==> src/pds_pkg.sv <==
package pds_pkg;

    // Width of one sample word on the serial link.
    localparam int WORD_BITS = 16;

    // Number of words the buffer memory between shifter and latch can hold; its head register holds one more.
    localparam int FIFO_DEPTH = 16;

    // Input latch value after reset: all zeros is half scale, zero output.
    localparam logic [15:0] LATCH_RESET = 16'h0000;

    // Shift register value after reset.
    localparam logic [15:0] SHIFT_RESET = 16'h0000;

    // System clock rate in hertz.
    localparam int CLK_HZ = 40_000_000;

    // Fastest data clock the serial input must follow, in hertz.
    localparam int LINK_CLK_MAX_HZ = 10_000_000;

    // System clock samples per fastest data clock period.
    localparam int SAMPLES_PER_LINK_CLK = CLK_HZ / LINK_CLK_MAX_HZ;

    // Reset value of the synchronisers for data clock and serial data.
    localparam logic [1:0] SYNC_LOW_RESET = 2'h0;

    // Reset value of the strobe synchroniser: the strobe idles high.
    localparam logic [1:0] SYNC_HIGH_RESET = 2'h3;

    // Bit counter value after reset and after each latch strobe.
    localparam logic [4:0] BIT_CNT_RESET = 5'h00;

    // Bit count at which a whole word has been shifted in.
    localparam logic [4:0] BIT_CNT_FULL = 5'h10;

    // Progress of word assembly since the last latch strobe.
    typedef enum logic [1:0] {
        PDS_EMPTY,
        PDS_PARTIAL,
        PDS_FULL
    } pds_asm_t;

endpackage

==> src/pds_word_if.sv <==
`timescale 1ns/100ps
// Carries whole sample words with a valid and ready handshake.
interface pds_word_if #(
    parameter int WIDTH = 16
);
    // Word offered by the source.
    logic [WIDTH-1:0] data;
    // Source has a word on data.
    logic valid;
    // Sink takes the word in this cycle when valid is high too.
    logic ready;

    // Side that offers words.
    modport src (
        output data,
        output valid,
        input ready
    );

    // Side that takes words.
    modport snk (
        input data,
        input valid,
        output ready
    );
endinterface

==> src/pds_fifo.sv <==
`timescale 1ns/100ps
// Word buffer with a registered head word, holding DEPTH words in its
// memory plus one in the output register. DEPTH must be a power of two.
module pds_fifo #(
    parameter int WIDTH = 16,
    parameter int DEPTH = 16
) (
    input wire logic clk,
    input wire logic rst_n,
    pds_word_if.snk wr,
    pds_word_if.src rd
);
    localparam int PW = $clog2(DEPTH);
    localparam int CW = $clog2(DEPTH + 1);
    localparam logic [CW-1:0] DEPTH_C = CW'(DEPTH);

    // Storage for words waiting behind the head register.
    logic [WIDTH-1:0] mem [DEPTH];
    // Write and read positions in the storage.
    logic [PW-1:0] wr_ptr_reg;
    logic [PW-1:0] rd_ptr_reg;
    // Words held in the storage.
    logic [CW-1:0] cnt_reg;
    logic [CW-1:0] cnt_next;
    // Head word register and its valid flag.
    logic [WIDTH-1:0] head_reg;
    logic head_valid_reg;

    // Handshake decode.
    wire mem_empty = (cnt_reg == '0);
    wire push = wr.valid && wr.ready;
    wire load = !mem_empty && (!head_valid_reg || rd.ready);

    // Full refuses new words; the shifter is not held back, so the word is lost and flagged as an overrun.
    assign wr.ready = (cnt_reg != DEPTH_C);
    assign rd.valid = head_valid_reg;
    assign rd.data = head_reg;

    // Occupancy moves by one per push and one per head load.
    assign cnt_next = cnt_reg + CW'(push) - CW'(load);

    // The storage array is written only on an accepted push.
    always_ff @(posedge clk) begin
        if (push) begin
            mem[wr_ptr_reg] <= wr.data;
        end
    end

    // Pointers and occupancy.
    always_ff @(posedge clk) begin
        if (!rst_n) begin
            wr_ptr_reg <= '0;
            rd_ptr_reg <= '0;
            cnt_reg <= '0;
        end else begin
            wr_ptr_reg <= wr_ptr_reg + PW'(push);
            rd_ptr_reg <= rd_ptr_reg + PW'(load);
            cnt_reg <= cnt_next;
        end
    end

    // Head register refills from storage or empties when taken.
    always_ff @(posedge clk) begin
        if (!rst_n) begin
            head_valid_reg <= 1'b0;
            head_reg <= '0;
        end else if (load) begin
            head_valid_reg <= 1'b1;
            head_reg <= mem[rd_ptr_reg];
        end else if (rd.ready) begin
            head_valid_reg <= 1'b0;
        end
    end
endmodule

==> src/pds_serial_port.sv <==
`timescale 1ns/100ps
module pds_serial_port #(
    parameter int WORD_BITS = pds_pkg::WORD_BITS,
    parameter int FIFO_DEPTH = pds_pkg::FIFO_DEPTH
) (
    input wire logic clk,
    input wire logic rst_n,
    input wire logic ser_clk,
    input wire logic ser_data,
    input wire logic word_latch_strobe_n,
    input wire logic conv_ready,
    output logic [WORD_BITS-1:0] conv_word,
    output logic conv_load,
    output logic short_word,
    output logic overrun
);
    // Two-stage synchronisers; only the second stage feeds logic.
    logic [1:0] clk_sync_reg;
    logic [1:0] data_sync_reg;
    logic [1:0] strobe_sync_reg;
    // Previous synchronised levels for edge detection.
    logic clk_prev_reg;
    logic strobe_prev_reg;
    // Serial-to-parallel register, kept apart from the input latch.
    logic [WORD_BITS-1:0] shift_reg;
    logic [WORD_BITS-1:0] shift_next;
    // Bits received since the last strobe, saturating at a whole word.
    logic [4:0] bit_cnt_reg;
    logic [4:0] bit_cnt_next;
    // Word assembly progress.
    pds_pkg::pds_asm_t asm_reg;
    pds_pkg::pds_asm_t asm_next;

    // Input latch that drives the converter core.
    logic [WORD_BITS-1:0] latch_reg;
    // One-cycle flag raised in the cycle a new latch word appears.
    logic load_reg;
    // One-cycle flag for a strobe that came before a whole word.
    logic short_reg;
    logic short_next;
    // One-cycle flag for a whole word that the full buffer refused.
    logic overrun_reg;
    logic overrun_next;

    // Whole words travel from the shifter into the buffer.
    pds_word_if #(.WIDTH(WORD_BITS)) push_if ();
    // Buffered words travel from the buffer to the input latch.
    pds_word_if #(.WIDTH(WORD_BITS)) pop_if ();

    // Second synchroniser stages, the only levels that logic reads.
    wire ser_clk_s = clk_sync_reg[1];
    // Synchronised serial data, delayed exactly like the data clock.
    wire ser_data_s = data_sync_reg[1];
    // Synchronised strobe, active low.
    wire strobe_s_n = strobe_sync_reg[1];

    // A data clock rise is a low-to-high step of the synchronised level.
    wire clk_rise = ser_clk_s && !clk_prev_reg;
    // A latch strobe is a high-to-low step of the synchronised level.
    wire strobe_fall = !strobe_s_n && strobe_prev_reg;
    // The sixteenth rise of a word completes it.
    wire last_rise = clk_rise
        && (bit_cnt_reg == pds_pkg::BIT_CNT_FULL - 5'h01);
    // All bits of the word are in the shift register.
    wire word_whole = (asm_reg == pds_pkg::PDS_FULL);
    // A strobe after a whole word hands that word on.
    wire word_done = strobe_fall && word_whole;
    // The latch takes a buffered word whenever the converter is ready.
    wire latch_take = pop_if.valid && conv_ready;

    // Each rise moves the word one place up and puts the new bit at the
    // bottom, so the first bit sent ends as the most significant bit.
    assign shift_next = clk_rise
        ? {shift_reg[WORD_BITS-2:0], ser_data_s}
        : shift_reg;

    // The count restarts at every strobe and stops at a whole word, so
    // extra rises keep only the last sixteen bits.
    assign bit_cnt_next = strobe_fall ? pds_pkg::BIT_CNT_RESET
        : (clk_rise && !word_whole) ? bit_cnt_reg + 5'h01
        : bit_cnt_reg;

    // A strobe before the sixteenth bit latches nothing and is flagged.
    assign short_next = strobe_fall && !word_whole;
    // A whole word that finds the buffer full is lost and is flagged.
    assign overrun_next = word_done && !push_if.ready;

    // The shifter offers its word to the buffer for one cycle.
    assign push_if.data = shift_reg;
    assign push_if.valid = word_done;
    // The buffer releases a word only when the converter can take it.
    assign pop_if.ready = conv_ready;

    // The latch and the flags leave the block straight from flip-flops.
    assign conv_word = latch_reg;
    assign conv_load = load_reg;
    assign short_word = short_reg;
    assign overrun = overrun_reg;

    // Assembly state: empty after a strobe, partial while bits arrive,
    // full once sixteen rises have been seen. A strobe always restarts.
    always_comb begin
        asm_next = asm_reg;
        case (asm_reg)
            pds_pkg::PDS_EMPTY: begin
                // The first rise of a word starts assembly.
                if (clk_rise && !strobe_fall) begin
                    asm_next = pds_pkg::PDS_PARTIAL;
                end
            end
            pds_pkg::PDS_PARTIAL: begin
                // A strobe here cuts the word short.
                if (strobe_fall) begin
                    asm_next = pds_pkg::PDS_EMPTY;
                end else if (last_rise) begin
                    asm_next = pds_pkg::PDS_FULL;
                end
            end
            pds_pkg::PDS_FULL: begin
                // The strobe hands the word on and starts the next one.
                if (strobe_fall) begin
                    asm_next = pds_pkg::PDS_EMPTY;
                end
            end
            default: begin
                // An unknown code falls back to a clean start.
                asm_next = pds_pkg::PDS_EMPTY;
            end
        endcase
    end

    // Two flip-flops per pin keep a metastable level away from logic;
    // four samples per data clock period follow the fastest link rate.
    always_ff @(posedge clk) begin
        if (!rst_n) begin
            clk_sync_reg <= pds_pkg::SYNC_LOW_RESET;
            data_sync_reg <= pds_pkg::SYNC_LOW_RESET;
            strobe_sync_reg <= pds_pkg::SYNC_HIGH_RESET;
        end else begin
            clk_sync_reg <= {clk_sync_reg[0], ser_clk};
            data_sync_reg <= {data_sync_reg[0], ser_data};
            strobe_sync_reg <= {strobe_sync_reg[0], word_latch_strobe_n};
        end
    end

    // Previous levels for edge detection. They reset to the idle levels
    // of the pins so that no false edge follows reset.
    always_ff @(posedge clk) begin
        if (!rst_n) begin
            clk_prev_reg <= 1'b0;
            strobe_prev_reg <= 1'b1;
        end else begin
            clk_prev_reg <= ser_clk_s;
            strobe_prev_reg <= strobe_s_n;
        end
    end

    // Serial-to-parallel register and its bit count.
    always_ff @(posedge clk) begin
        if (!rst_n) begin
            shift_reg <= WORD_BITS'(pds_pkg::SHIFT_RESET);
            bit_cnt_reg <= pds_pkg::BIT_CNT_RESET;
        end else begin
            shift_reg <= shift_next;
            bit_cnt_reg <= bit_cnt_next;
        end
    end

    // Assembly state register.
    always_ff @(posedge clk) begin
        if (!rst_n) begin
            asm_reg <= pds_pkg::PDS_EMPTY;
        end else begin
            asm_reg <= asm_next;
        end
    end

    // Status flags, each high for one cycle per event.
    always_ff @(posedge clk) begin
        if (!rst_n) begin
            short_reg <= 1'b0;
            overrun_reg <= 1'b0;
        end else begin
            short_reg <= short_next;
            overrun_reg <= overrun_next;
        end
    end

    // The buffer lets the sender run ahead of a converter that is busy,
    // so oversampled word rates do not depend on converter timing.
    pds_fifo #(
        .WIDTH(WORD_BITS),
        .DEPTH(FIFO_DEPTH)
    ) u_fifo (
        .clk(clk),
        .rst_n(rst_n),
        .wr(push_if),
        .rd(pop_if)
    );

    // Input latch: it changes only on a taken word and otherwise keeps
    // its value whatever the link does. The reset word is half scale.
    always_ff @(posedge clk) begin
        if (!rst_n) begin
            latch_reg <= WORD_BITS'(pds_pkg::LATCH_RESET);
            load_reg <= 1'b0;
        end else begin
            if (latch_take) begin
                latch_reg <= pop_if.data;
            end
            load_reg <= latch_take;
        end
    end
endmodule

==> config.mk <==
export PLATFORM = sky130hd
export DESIGN_NAME = pds_serial_port
export DESIGN_NICKNAME = d
export VERILOG_FILES = /design/src/pds_pkg.sv /design/src/pds_word_if.sv /design/src/pds_fifo.sv /design/src/pds_serial_port.sv
export SDC_FILE = /design/constraint.sdc
export NUM_CORES = 1
export LEC_CHECK = 0
export BUFFER_PORTS_ARGS = -buffer_cell sky130_fd_sc_hd__buf_2
export CAP_MARGIN = 30
export CORE_ASPECT_RATIO = 1.5
export CORE_MARGIN = 2
export CORE_UTILIZATION = 45
export CTS_BUF_LIST = sky130_fd_sc_hd__clkbuf_4 sky130_fd_sc_hd__clkbuf_8 sky130_fd_sc_hd__clkbuf_16
export DETAILED_ROUTE_END_ITERATION = 8
export PLACE_DENSITY = 0.62
export SYNTH_ARGS = -nofsm -noshare
export SYNTH_HDL_FRONTEND = slang
export SYNTH_SLANG_ARGS = --single-unit
export TNS_END_PERCENT = 10
==> constraint.sdc <==
create_clock -name clk -period 3.25 [get_ports clk]
set_clock_uncertainty 0.2 [all_clocks]
set_input_delay 0.325 -clock clk [delete_from_list [all_inputs] [get_ports clk]]
set_output_delay 0.325 -clock clk [all_outputs]
set_load 0.005 [all_outputs]
[Word level (Yosys, flattened, before mapping)]
Memory sizes are Yosys's and may differ from the RTL's. A register that Yosys moved wholly into a read port is not among the register bits.
Cells that the tools add are included.
Operators by class
  add/subtract/negate cells: 5
  equality and inequality tests: 7
  mux-type cells: 9
  bitwise operators: 1
  reduce and logical (&&, ||, !) cells: 25
Operators with widths (number)
  logical AND 1 bit: 11
  adder 4 x 1 -> 4 bit: 2
  logical NOT 1 bit: 8
  two-way mux 2 bit: 4
  case mux 2 bit (3 select lines): 1
  adder 5 x 1 -> 5 bit: 1
  adder 5 x 1 -> 5 bit, second input constant: 1
  equality test 5 x 4 -> 1 bit, second input constant: 1
  logical NOT 5 bit: 1
  inequality test 5 bit, second input constant: 1
  subtractor 5 x 1 -> 5 bit: 1
  two-way mux 1 bit: 4
  inequality test 2 bit, second input constant: 2
  inequality test 3 bit, second input constant: 1
  AND reduction 3 bit: 1
  equality test 2 x 1 -> 1 bit, second input constant: 1
  equality test 2 bit, second input constant: 1
  logical NOT 2 bit: 1
  nonzero test 2 bit: 1
  OR reduction 2 bit: 1
  logical OR 1 bit: 1
  inverter 1 bit: 1
Storage, ports and cells
  register bits after elaboration: 64
  RAM bits: 256
  word-level logic and storage cells: 64
  memories: 1
Memory list
  u_fifo.mem: words 16, bits a word 16, rd ports 1, clocked after memory_dff 1, wr ports 1, RTL line pds_fifo.sv:18  | logic [WIDTH-1:0] mem [DEPTH];

[Depth between registers and ports, before layout]
Gate-level depths: netlist (run 1).
  word-level depth: 6
  gate-level depth with buffers: 11

[By module]
A second synthesis (run 1) with hierarchy kept.
Second synthesis, totals
  cells, all modules: 723
  area, all modules: 12754.7 µm²
Modules (own cells, without submodules)
  pds_fifo: instances 1, cells an instance 520, area each 11028.1 µm², seq. area each 8287.9 µm²
  pds_serial_port: instances 1, cells an instance 203, area each 1726.7 µm², seq. area each 1001.0 µm²

[Worst setup path after synthesis (run 1)]
Ideal clock, no wire load.
  kind: reg-to-reg
  start point: reg u_fifo.cnt_reg[3]
  end point: reg u_fifo.cnt_reg[4]
  library setup time: 0.116 ns
  data arrival time: 2.581 ns
  data required time: 2.934 ns
  slack: 0.353 ns
  stages on the path, launching flop included: 12
  path buffers: 0
  clock period less this slack: 2.897 ns
  path through: dfxtp_1 inv_1 ha_1 or4b_4 nand3_1 o21ai_0 ha_1 fa_1 a21oi_1 nor2_1 or3_1 and3_1
Between the ends
  word-level cells in the longest chain between the ends: 4
  elaborated cells between the ends (all ways): 7
RTL lines
  from (decl): RTL line pds_fifo.sv:23  | logic [CW-1:0] cnt_reg;
  from (signal assigned): RTL line pds_fifo.sv:58  | cnt_reg <= cnt_next;
  inequality test 5 bit / logical NOT 5 bit (equally long branches): RTL line pds_fifo.sv:35, pds_fifo.sv:30
  logical AND 1 bit / logical NOT 1 bit (equally long branches): RTL line pds_fifo.sv:31, pds_fifo.sv:32
  adder 5 x 1 -> 5 bit / logical AND 1 bit (equally long branches): RTL line pds_fifo.sv:40, pds_fifo.sv:32
  subtractor 5 x 1 -> 5 bit *: RTL line pds_fifo.sv:40  | assign cnt_next = cnt_reg + CW'(push) - CW'(load);
Every way passes the cells marked *; elsewhere a longest branch is shown, timed or not.
A chain may end at the register's enable or synchronous reset.

[Final worst setup path (run 1)]
Same ends and word-level chain as after synthesis.

==> results of run 1 <==
metal layers:
layer,vias to the layer above,GRT usage [%]
li1,2897,-
met1,3283,22.4
met2,92,31.3
met3,38,1.79
met4,0,5.72
met5,-,0
power by group through the flow:
stage	clock [mW]	combinational, mW	sequential [mW]
floorplan	0	0.867	4.89
global placement	0	1.01	4.98
detailed placement	0	1.07	4.99
CTS	3.61	1.08	4.90
global route	3.73	1.18	4.92
finish	3.54	1.08	4.90
cell type report:
type / count / share of cell area [%]
clock buffer: 41 / 6.07
clock inverter: 11 / 0.807
inverter: 7 / 0.182
multi-input combinational: 340 / 22.8
sequential: 336 / 64.4
tap: 346 / 3.00
timing repair buffer: 58 / 2.76
through the flow:
stage	power [mW]	util (%)
2_1_floorplan	5.76	-
3_3_place_gp	5.99	47.9
3_5_place_dp	6.06	47.9
4_1_cts	9.59	51.6
5_1_grt	9.83	51.6
6_report	9.51	51.6
how the worst max path moves through the flow:
| stage | startpoint | endpoint | slack (ps) | cells after the start |
|---|---|---|---|---|
| 5_1_grt | u_fifo.cnt_reg[2]$_SDFF_PN0_ | u_fifo.cnt_reg[4]$_SDFF_PN0_ | 40 | 11 |
| 4_1_cts | u_fifo.cnt_reg[3]$_SDFF_PN0_ | u_fifo.cnt_reg[4]$_SDFF_PN0_ | 120 | 11 |
| 3_5_place_dp | u_fifo.cnt_reg[3]$_SDFF_PN0_ | u_fifo.cnt_reg[4]$_SDFF_PN0_ | 130 | 11 |
| 6_report | u_fifo.cnt_reg[3]$_SDFF_PN0_ | u_fifo.cnt_reg[4]$_SDFF_PN0_ | 230 | 11 |
| 3_3_place_gp | u_fifo.cnt_reg[3]$_SDFF_PN0_ | u_fifo.cnt_reg[4]$_SDFF_PN0_ | 250 | 11 |
| 2_1_floorplan | u_fifo.cnt_reg[3]$_SDFF_PN0_ | u_fifo.cnt_reg[4]$_SDFF_PN0_ | 350 | 11 |
critical path, delay by kind of cell, from the launching register on:
| kind | cells | cell delay [ps] |
|---|---|---|
| and+or+nand+nor | 5 | 1240 |
| adders and majority gates | 3 | 820 |
| DFF | 1 | 320 |
| buffers and inverters | 1 | 90 |
| AOI/OAI and AO/OA | 2 | 250 |
cell usage after synthesis (all sizes together), types with 3 or more instances:
cell and count:
a21boi 33, a21oi 3, and2 17, and3 4
buf 23, clkbuf 17, dfxtp 80, edfxtp 256
ha 10, inv 7, mux2i 32, mux4 64
nand2 70, nand2b 10, nand3 22, nor2 20
nor2b 3, nor3 7, o21ai 5, o221ai 16
xnor2 5, xor2 5
cell families after synthesis:
kind of cell	count (synthesis)	synth area share, %
AND/OR/NAND/NOR	162	6.19
XOR/XNOR	10	0.686
multiplexers	96	13.8
AO/OA/AOI/OAI	61	3.60
flip-flops	336	72.7
buffers and inverters	47	1.88
adder cells (fa/ha/maj)	11	1.14
repair_timing:
| action | CTS | global route |
|---|---|---|
| hold buffers | 4 | 0 |
| endpoints found under the hold margin | 4 | 0 |
| setup endpoints to repair | 0 | 1 |
| resized for setup | 0 | 2 |
==> metrics.txt, run 1 <==
number of placed instances with taps included=1083; total wire length=25.1 mm; Finish-stage setup viols=0; Warnings, synthesis=0; part of the Yosys area used for sequential elements=72.7%; DRC=0; kind of capture point of the worst setup path=flop; number of failing hold endpoints at the final stage=0; setup slack of the worst register-to-register path=230 ps; worst reg2reg startpoint=u_fifo.cnt_reg[3]$_SDFF_PN0_; Slew Limit Fails=0; number of enable flip-flop cells after synthesis=256; HPWL after detailed placement=16.7 mm; mean cell area of the mapped netlist=17.7 um^2; fraction of registers with async set/reset=0%; number of primary I/O pins=25; total met2 wirelength after detailed routing=13.4 mm; dominant register cell in the synthesized netlist=edfxtp_1; via count=6310; Net Sw Frac=23.5%; WP data required=3490 ps; cell leakage power=4.74 nW; antenna violations before repair=1; FF+latch area=0.00930 mm^2; met3 WL=689 um; worst r2r path cells=11; data arrival at the endpoint of the critical path=3260 ps; length of the first detailed-routing pass in iterations=5; sequential group share of total power=51.5%; Largest register FFs=256; standard-cell rows=75; Final Worst Setup Slack=233 ps; standard cell area after detailed placement=0.0134 mm^2; worst-path fanout max=5; Mapped Area=0.0128 mm^2; Die Width=142 um; pin count of the biggest net entering global routing=39; most common cell after layout, fill and taps aside=edfxtp_1; worst setup slack after placement=135 ps; CTS tree=built; biggest area contributors in the synthesized netlist=edfxtp_1, dfxtp_1, mux4_2; reported net switching power=2.23 mW; share of the synthesized area in the top cell type=60.2%; number of unique standard cell types used by synthesis=40; nets in the synthesized netlist=740; total global routing track utilization=17.5%; cell type of the slowest stage on the worst timing path=or4b_4; register clock-pin slew on the reported worst setup and hold paths=60 ps; setup tns final=0 ps; number of max-cap violations=0; routed metal-1 wire length=10.4 mm; TritonCTS Buffers=29; multi-input combinational cell area=0.00328 mm^2; worst hold stages=3; DRT antenna net count=0; Tightest Hold Check Type=input pin to flop; worst stage delay on the critical path=520 ps; Final Hold Slack=58.8 ps; actual transition at the worst max-transition pin=844 ps; highest routing layer actually used=met4; share of cells above drive strength 1=23.5%; number of nets in the finished design=789; full die area=0.0298 mm^2; worst-case headroom to the max-slew limit=43.6%; flop and latch count out of synthesis=336; worst-path cell chain=inv_1 > ha_1 > or4b_4 > nand3_2 > o21ai_0 > ha_1 > fa_2 > a21oi_1 > nor2_1 > or3_1 > and3_1; result of the run=complete, no violations; startpoint type of the worst setup path=flop; worst supply voltage drop on vdd=0.000624 V; cell count after synthesis=723; clock network fraction of total power=37.2%; most frequent cell on the critical path=ha_1; Final Cycle Share=92.8%; global-route wire length before repair=39.7 mm; Vias per Instance=5.54; cell at the root of the clock tree=clkbuf_16; Top reg by flops=u_fifo.mem; capture point of the worst reg-to-reg path=u_fifo.cnt_reg[4]$_SDFF_PN0_; library cell occupying the most area in the post-synthesis netlist=edfxtp_1; effective utilization at floorplan=45.7%; number of global-route vias before repair=6834; Port Buffer Count=24; non-filler cells in the finished layout=1139; routed wirelength normalized by instance count=22.0 um; source of the worst hold timing path=rst_n; Max Root-Sink Buffers=3; unrepaired setup endpoints after global routing=no; minimum clock period=3020 ps; buffer count from post-CTS setup fixing=0; Clk Latency, worst-skew pair=550 ps; Die H=210 um; Clock H-tree levels=1; Pint=7.28 mW; synthesis-to-layout area growth=12.9%; commonest cells after routing, fill and taps aside=edfxtp_1, dfxtp_1, nand2_1, mux4_2, mux2i_1; kind of critical path=flop to flop; count of clock tree sinks=336; power density cells=659 mW/mm^2; detailed router's first-iteration violation count=445; number of antenna diodes=0; post-route cell area=0.0144 mm^2; core area=0.0280 mm^2; Comb power frac=11.3%; final-layout fill cell count=2251; worst hold endpoint=strobe_sync_reg[1]$_SDFF_PN1_; global placement routability congestion=0.793; total grt overflow=0; maximum clock rate=0.331 GHz
No activity file was read; power rests on OpenSTA's default activity.
==> run 2, diff against run 1 <==
==> constraint.sdc (replaced) <==
create_clock -name clk -period 3.25 [get_ports clk]
set_clock_uncertainty 0.2 [all_clocks]
set_input_delay 0.4875 -clock clk [delete_from_list [all_inputs] [get_ports clk]]
set_output_delay 0.4875 -clock clk [all_outputs]
set_load 0.005 [all_outputs]
==> metrics.txt, run 2 (synthesis gave the netlist of run 1 again) <==
Slew Limit Fails=0; number of nets in the finished design=788; GR peak layer=met2; full die area=0.0298 mm^2; cell leakage power=4.74 nW; unrepaired setup endpoints after global routing=no; reported net switching power=2.27 mW; power density cells=659 mW/mm^2; via count=6353; actual transition at the worst max-transition pin=875 ps; effective utilization at floorplan=45.7%; share of cells above drive strength 1=23.3%; global-route wire length before repair=39.0 mm; Die Width=142 um; Clk Latency, worst-skew pair=560 ps; CTS tree=built; result of the run=complete, no violations; capture point of the worst reg-to-reg path=u_fifo.cnt_reg[4]$_SDFF_PN0_; DRC=0; Pint=7.24 mW; cell at the root of the clock tree=clkbuf_16; worst hold endpoint=conv_load$_SDFF_PN0_; commonest cells after routing, fill and taps aside=edfxtp_1, dfxtp_1, nand2_1, mux4_2, mux2i_1; worst r2r path cells=11; Comb power frac=11.7%; minimum clock period=3040 ps; total wire length=25.1 mm; worst-case headroom to the max-slew limit=41.7%; worst reg2reg startpoint=u_fifo.cnt_reg[3]$_SDFF_PN0_; startpoint type of the worst setup path=flop; Finish-stage setup viols=0; sequential group share of total power=51.4%; Max Root-Sink Buffers=3; Port Buffer Count=24; Clock H-tree levels=1; maximum clock rate=0.328 GHz; data arrival at the endpoint of the critical path=3300 ps; setup slack of the worst register-to-register path=210 ps; HPWL after detailed placement=15.9 mm; antenna violations before repair=0; Net Sw Frac=23.8%; kind of critical path=flop to flop; kind of capture point of the worst setup path=flop; total grt overflow=0; most common cell after layout, fill and taps aside=edfxtp_1; TritonCTS Buffers=31; number of max-cap violations=0; Final Cycle Share=93.7%; core area=0.0280 mm^2; Vias per Instance=5.57; DRT antenna net count=0; setup tns final=0 ps; synthesis-to-layout area growth=13.0%; WP data required=3510 ps; non-filler cells in the finished layout=1141; number of placed instances with taps included=1081; number of primary I/O pins=25; number of antenna diodes=0; source of the worst hold timing path=conv_ready; Tightest Hold Check Type=input pin to flop; met2 usage in global routing=30.7%; pin count of the biggest net entering global routing=60; number of failing hold endpoints at the final stage=0; total global routing track utilization=17.2%; global placement routability congestion=0.784; Top reg by flops=u_fifo.mem; number of global-route vias before repair=6794; worst supply voltage drop on vdd=0.000527 V; final-layout fill cell count=2243; clock network fraction of total power=36.9%; routed wirelength normalized by instance count=22.0 um; detailed router's first-iteration violation count=520; worst-path fanout max=5; Largest register FFs=256; register clock-pin slew on the reported worst setup and hold paths=60 ps; M3 GR Usage=2.14%; length of the first detailed-routing pass in iterations=4; worst hold stages=2; Die H=210 um; standard-cell rows=75; count of clock tree sinks=336; met1 demand-to-capacity share in global routing=21.7%
[run 2: what timing repair did]
action,CTS,global route
endpoints found under the hold margin,3,0
endpoints found under the setup margin,0,1
hold buffers,3,0
setup buffers,0,0
resized for setup,0,3
[run 2: worst max-delay path by stage]
stage,start,endpoint,slack (ps),cells past startpoint
floorplan,u_fifo.cnt_reg[3]$_SDFF_PN0_,u_fifo.cnt_reg[4]$_SDFF_PN0_,350,11
global placement,u_fifo.cnt_reg[3]$_SDFF_PN0_,u_fifo.cnt_reg[4]$_SDFF_PN0_,250,11
detailed placement,u_fifo.cnt_reg[3]$_SDFF_PN0_,u_fifo.cnt_reg[4]$_SDFF_PN0_,90,11
CTS,u_fifo.cnt_reg[3]$_SDFF_PN0_,u_fifo.cnt_reg[4]$_SDFF_PN0_,70,11
global route,u_fifo.cnt_reg[3]$_SDFF_PN0_,u_fifo.cnt_reg[4]$_SDFF_PN0_,30,11
finish,u_fifo.cnt_reg[3]$_SDFF_PN0_,u_fifo.cnt_reg[4]$_SDFF_PN0_,210,11
[run 2: power by group through the flow]
stage | Sequential [mW] | Combinational [mW] | Clock, mW
after global placement | 4.97 | 1.05 | 0
after floorplan | 4.89 | 0.867 | 0
after detailed placement | 4.98 | 1.10 | 0
final | 4.89 | 1.12 | 3.51
after CTS | 4.88 | 1.10 | 3.58
after global routing | 4.90 | 1.22 | 3.73
[run 2: cell type report]
type	count	area [um^2]	share of cell area, %
clock buffers	38	841	5.83
clock inverters	19	153	1.06
inverters	7	26.3	0.182
multi-input cells	340	3290	22.8
flip-flops and latches	336	9300	64.4
well taps	346	433	3.00
repair buffers	55	398	2.76
[run 2: metrics by stage]
stage	utilization [%]	power, mW	instance area (um^2)	hold WS (ps)	worst slack (ps)
after floorplan	-	5.76	12800	186	353
after global placement	47.9	6.02	13400	193	250
after detailed placement	47.9	6.08	13400	202	90.5
after CTS	51.6	9.57	14400	102	69.4
after global routing	51.6	9.85	14400	115	31.0
final	51.6	9.51	14400	138	206
[run 2: layer usage]
| layer | routed length, um | vias up | share of wire, % |
|---|---|---|---|
| li1 | - | 2889 | - |
| met1 | 10000 | 3288 | 40 |
| met2 | 13300 | 144 | 53 |
| met3 | 1280 | 32 | 5.1 |
| met4 | 551 | 0 | 2.2 |
| met5 | 0 | - | 0 |
[run 2: critical path, stage by stage (launching register included)]
cell     delay, ps
dfxtp_1        330
inv_1          100
ha_1           180
or4b_4         520
nand3_2        130
o21ai_0        100
ha_1           250
fa_2           400
a21oi_2        160
nor2_1          60
or3_1          330
and3_1         180
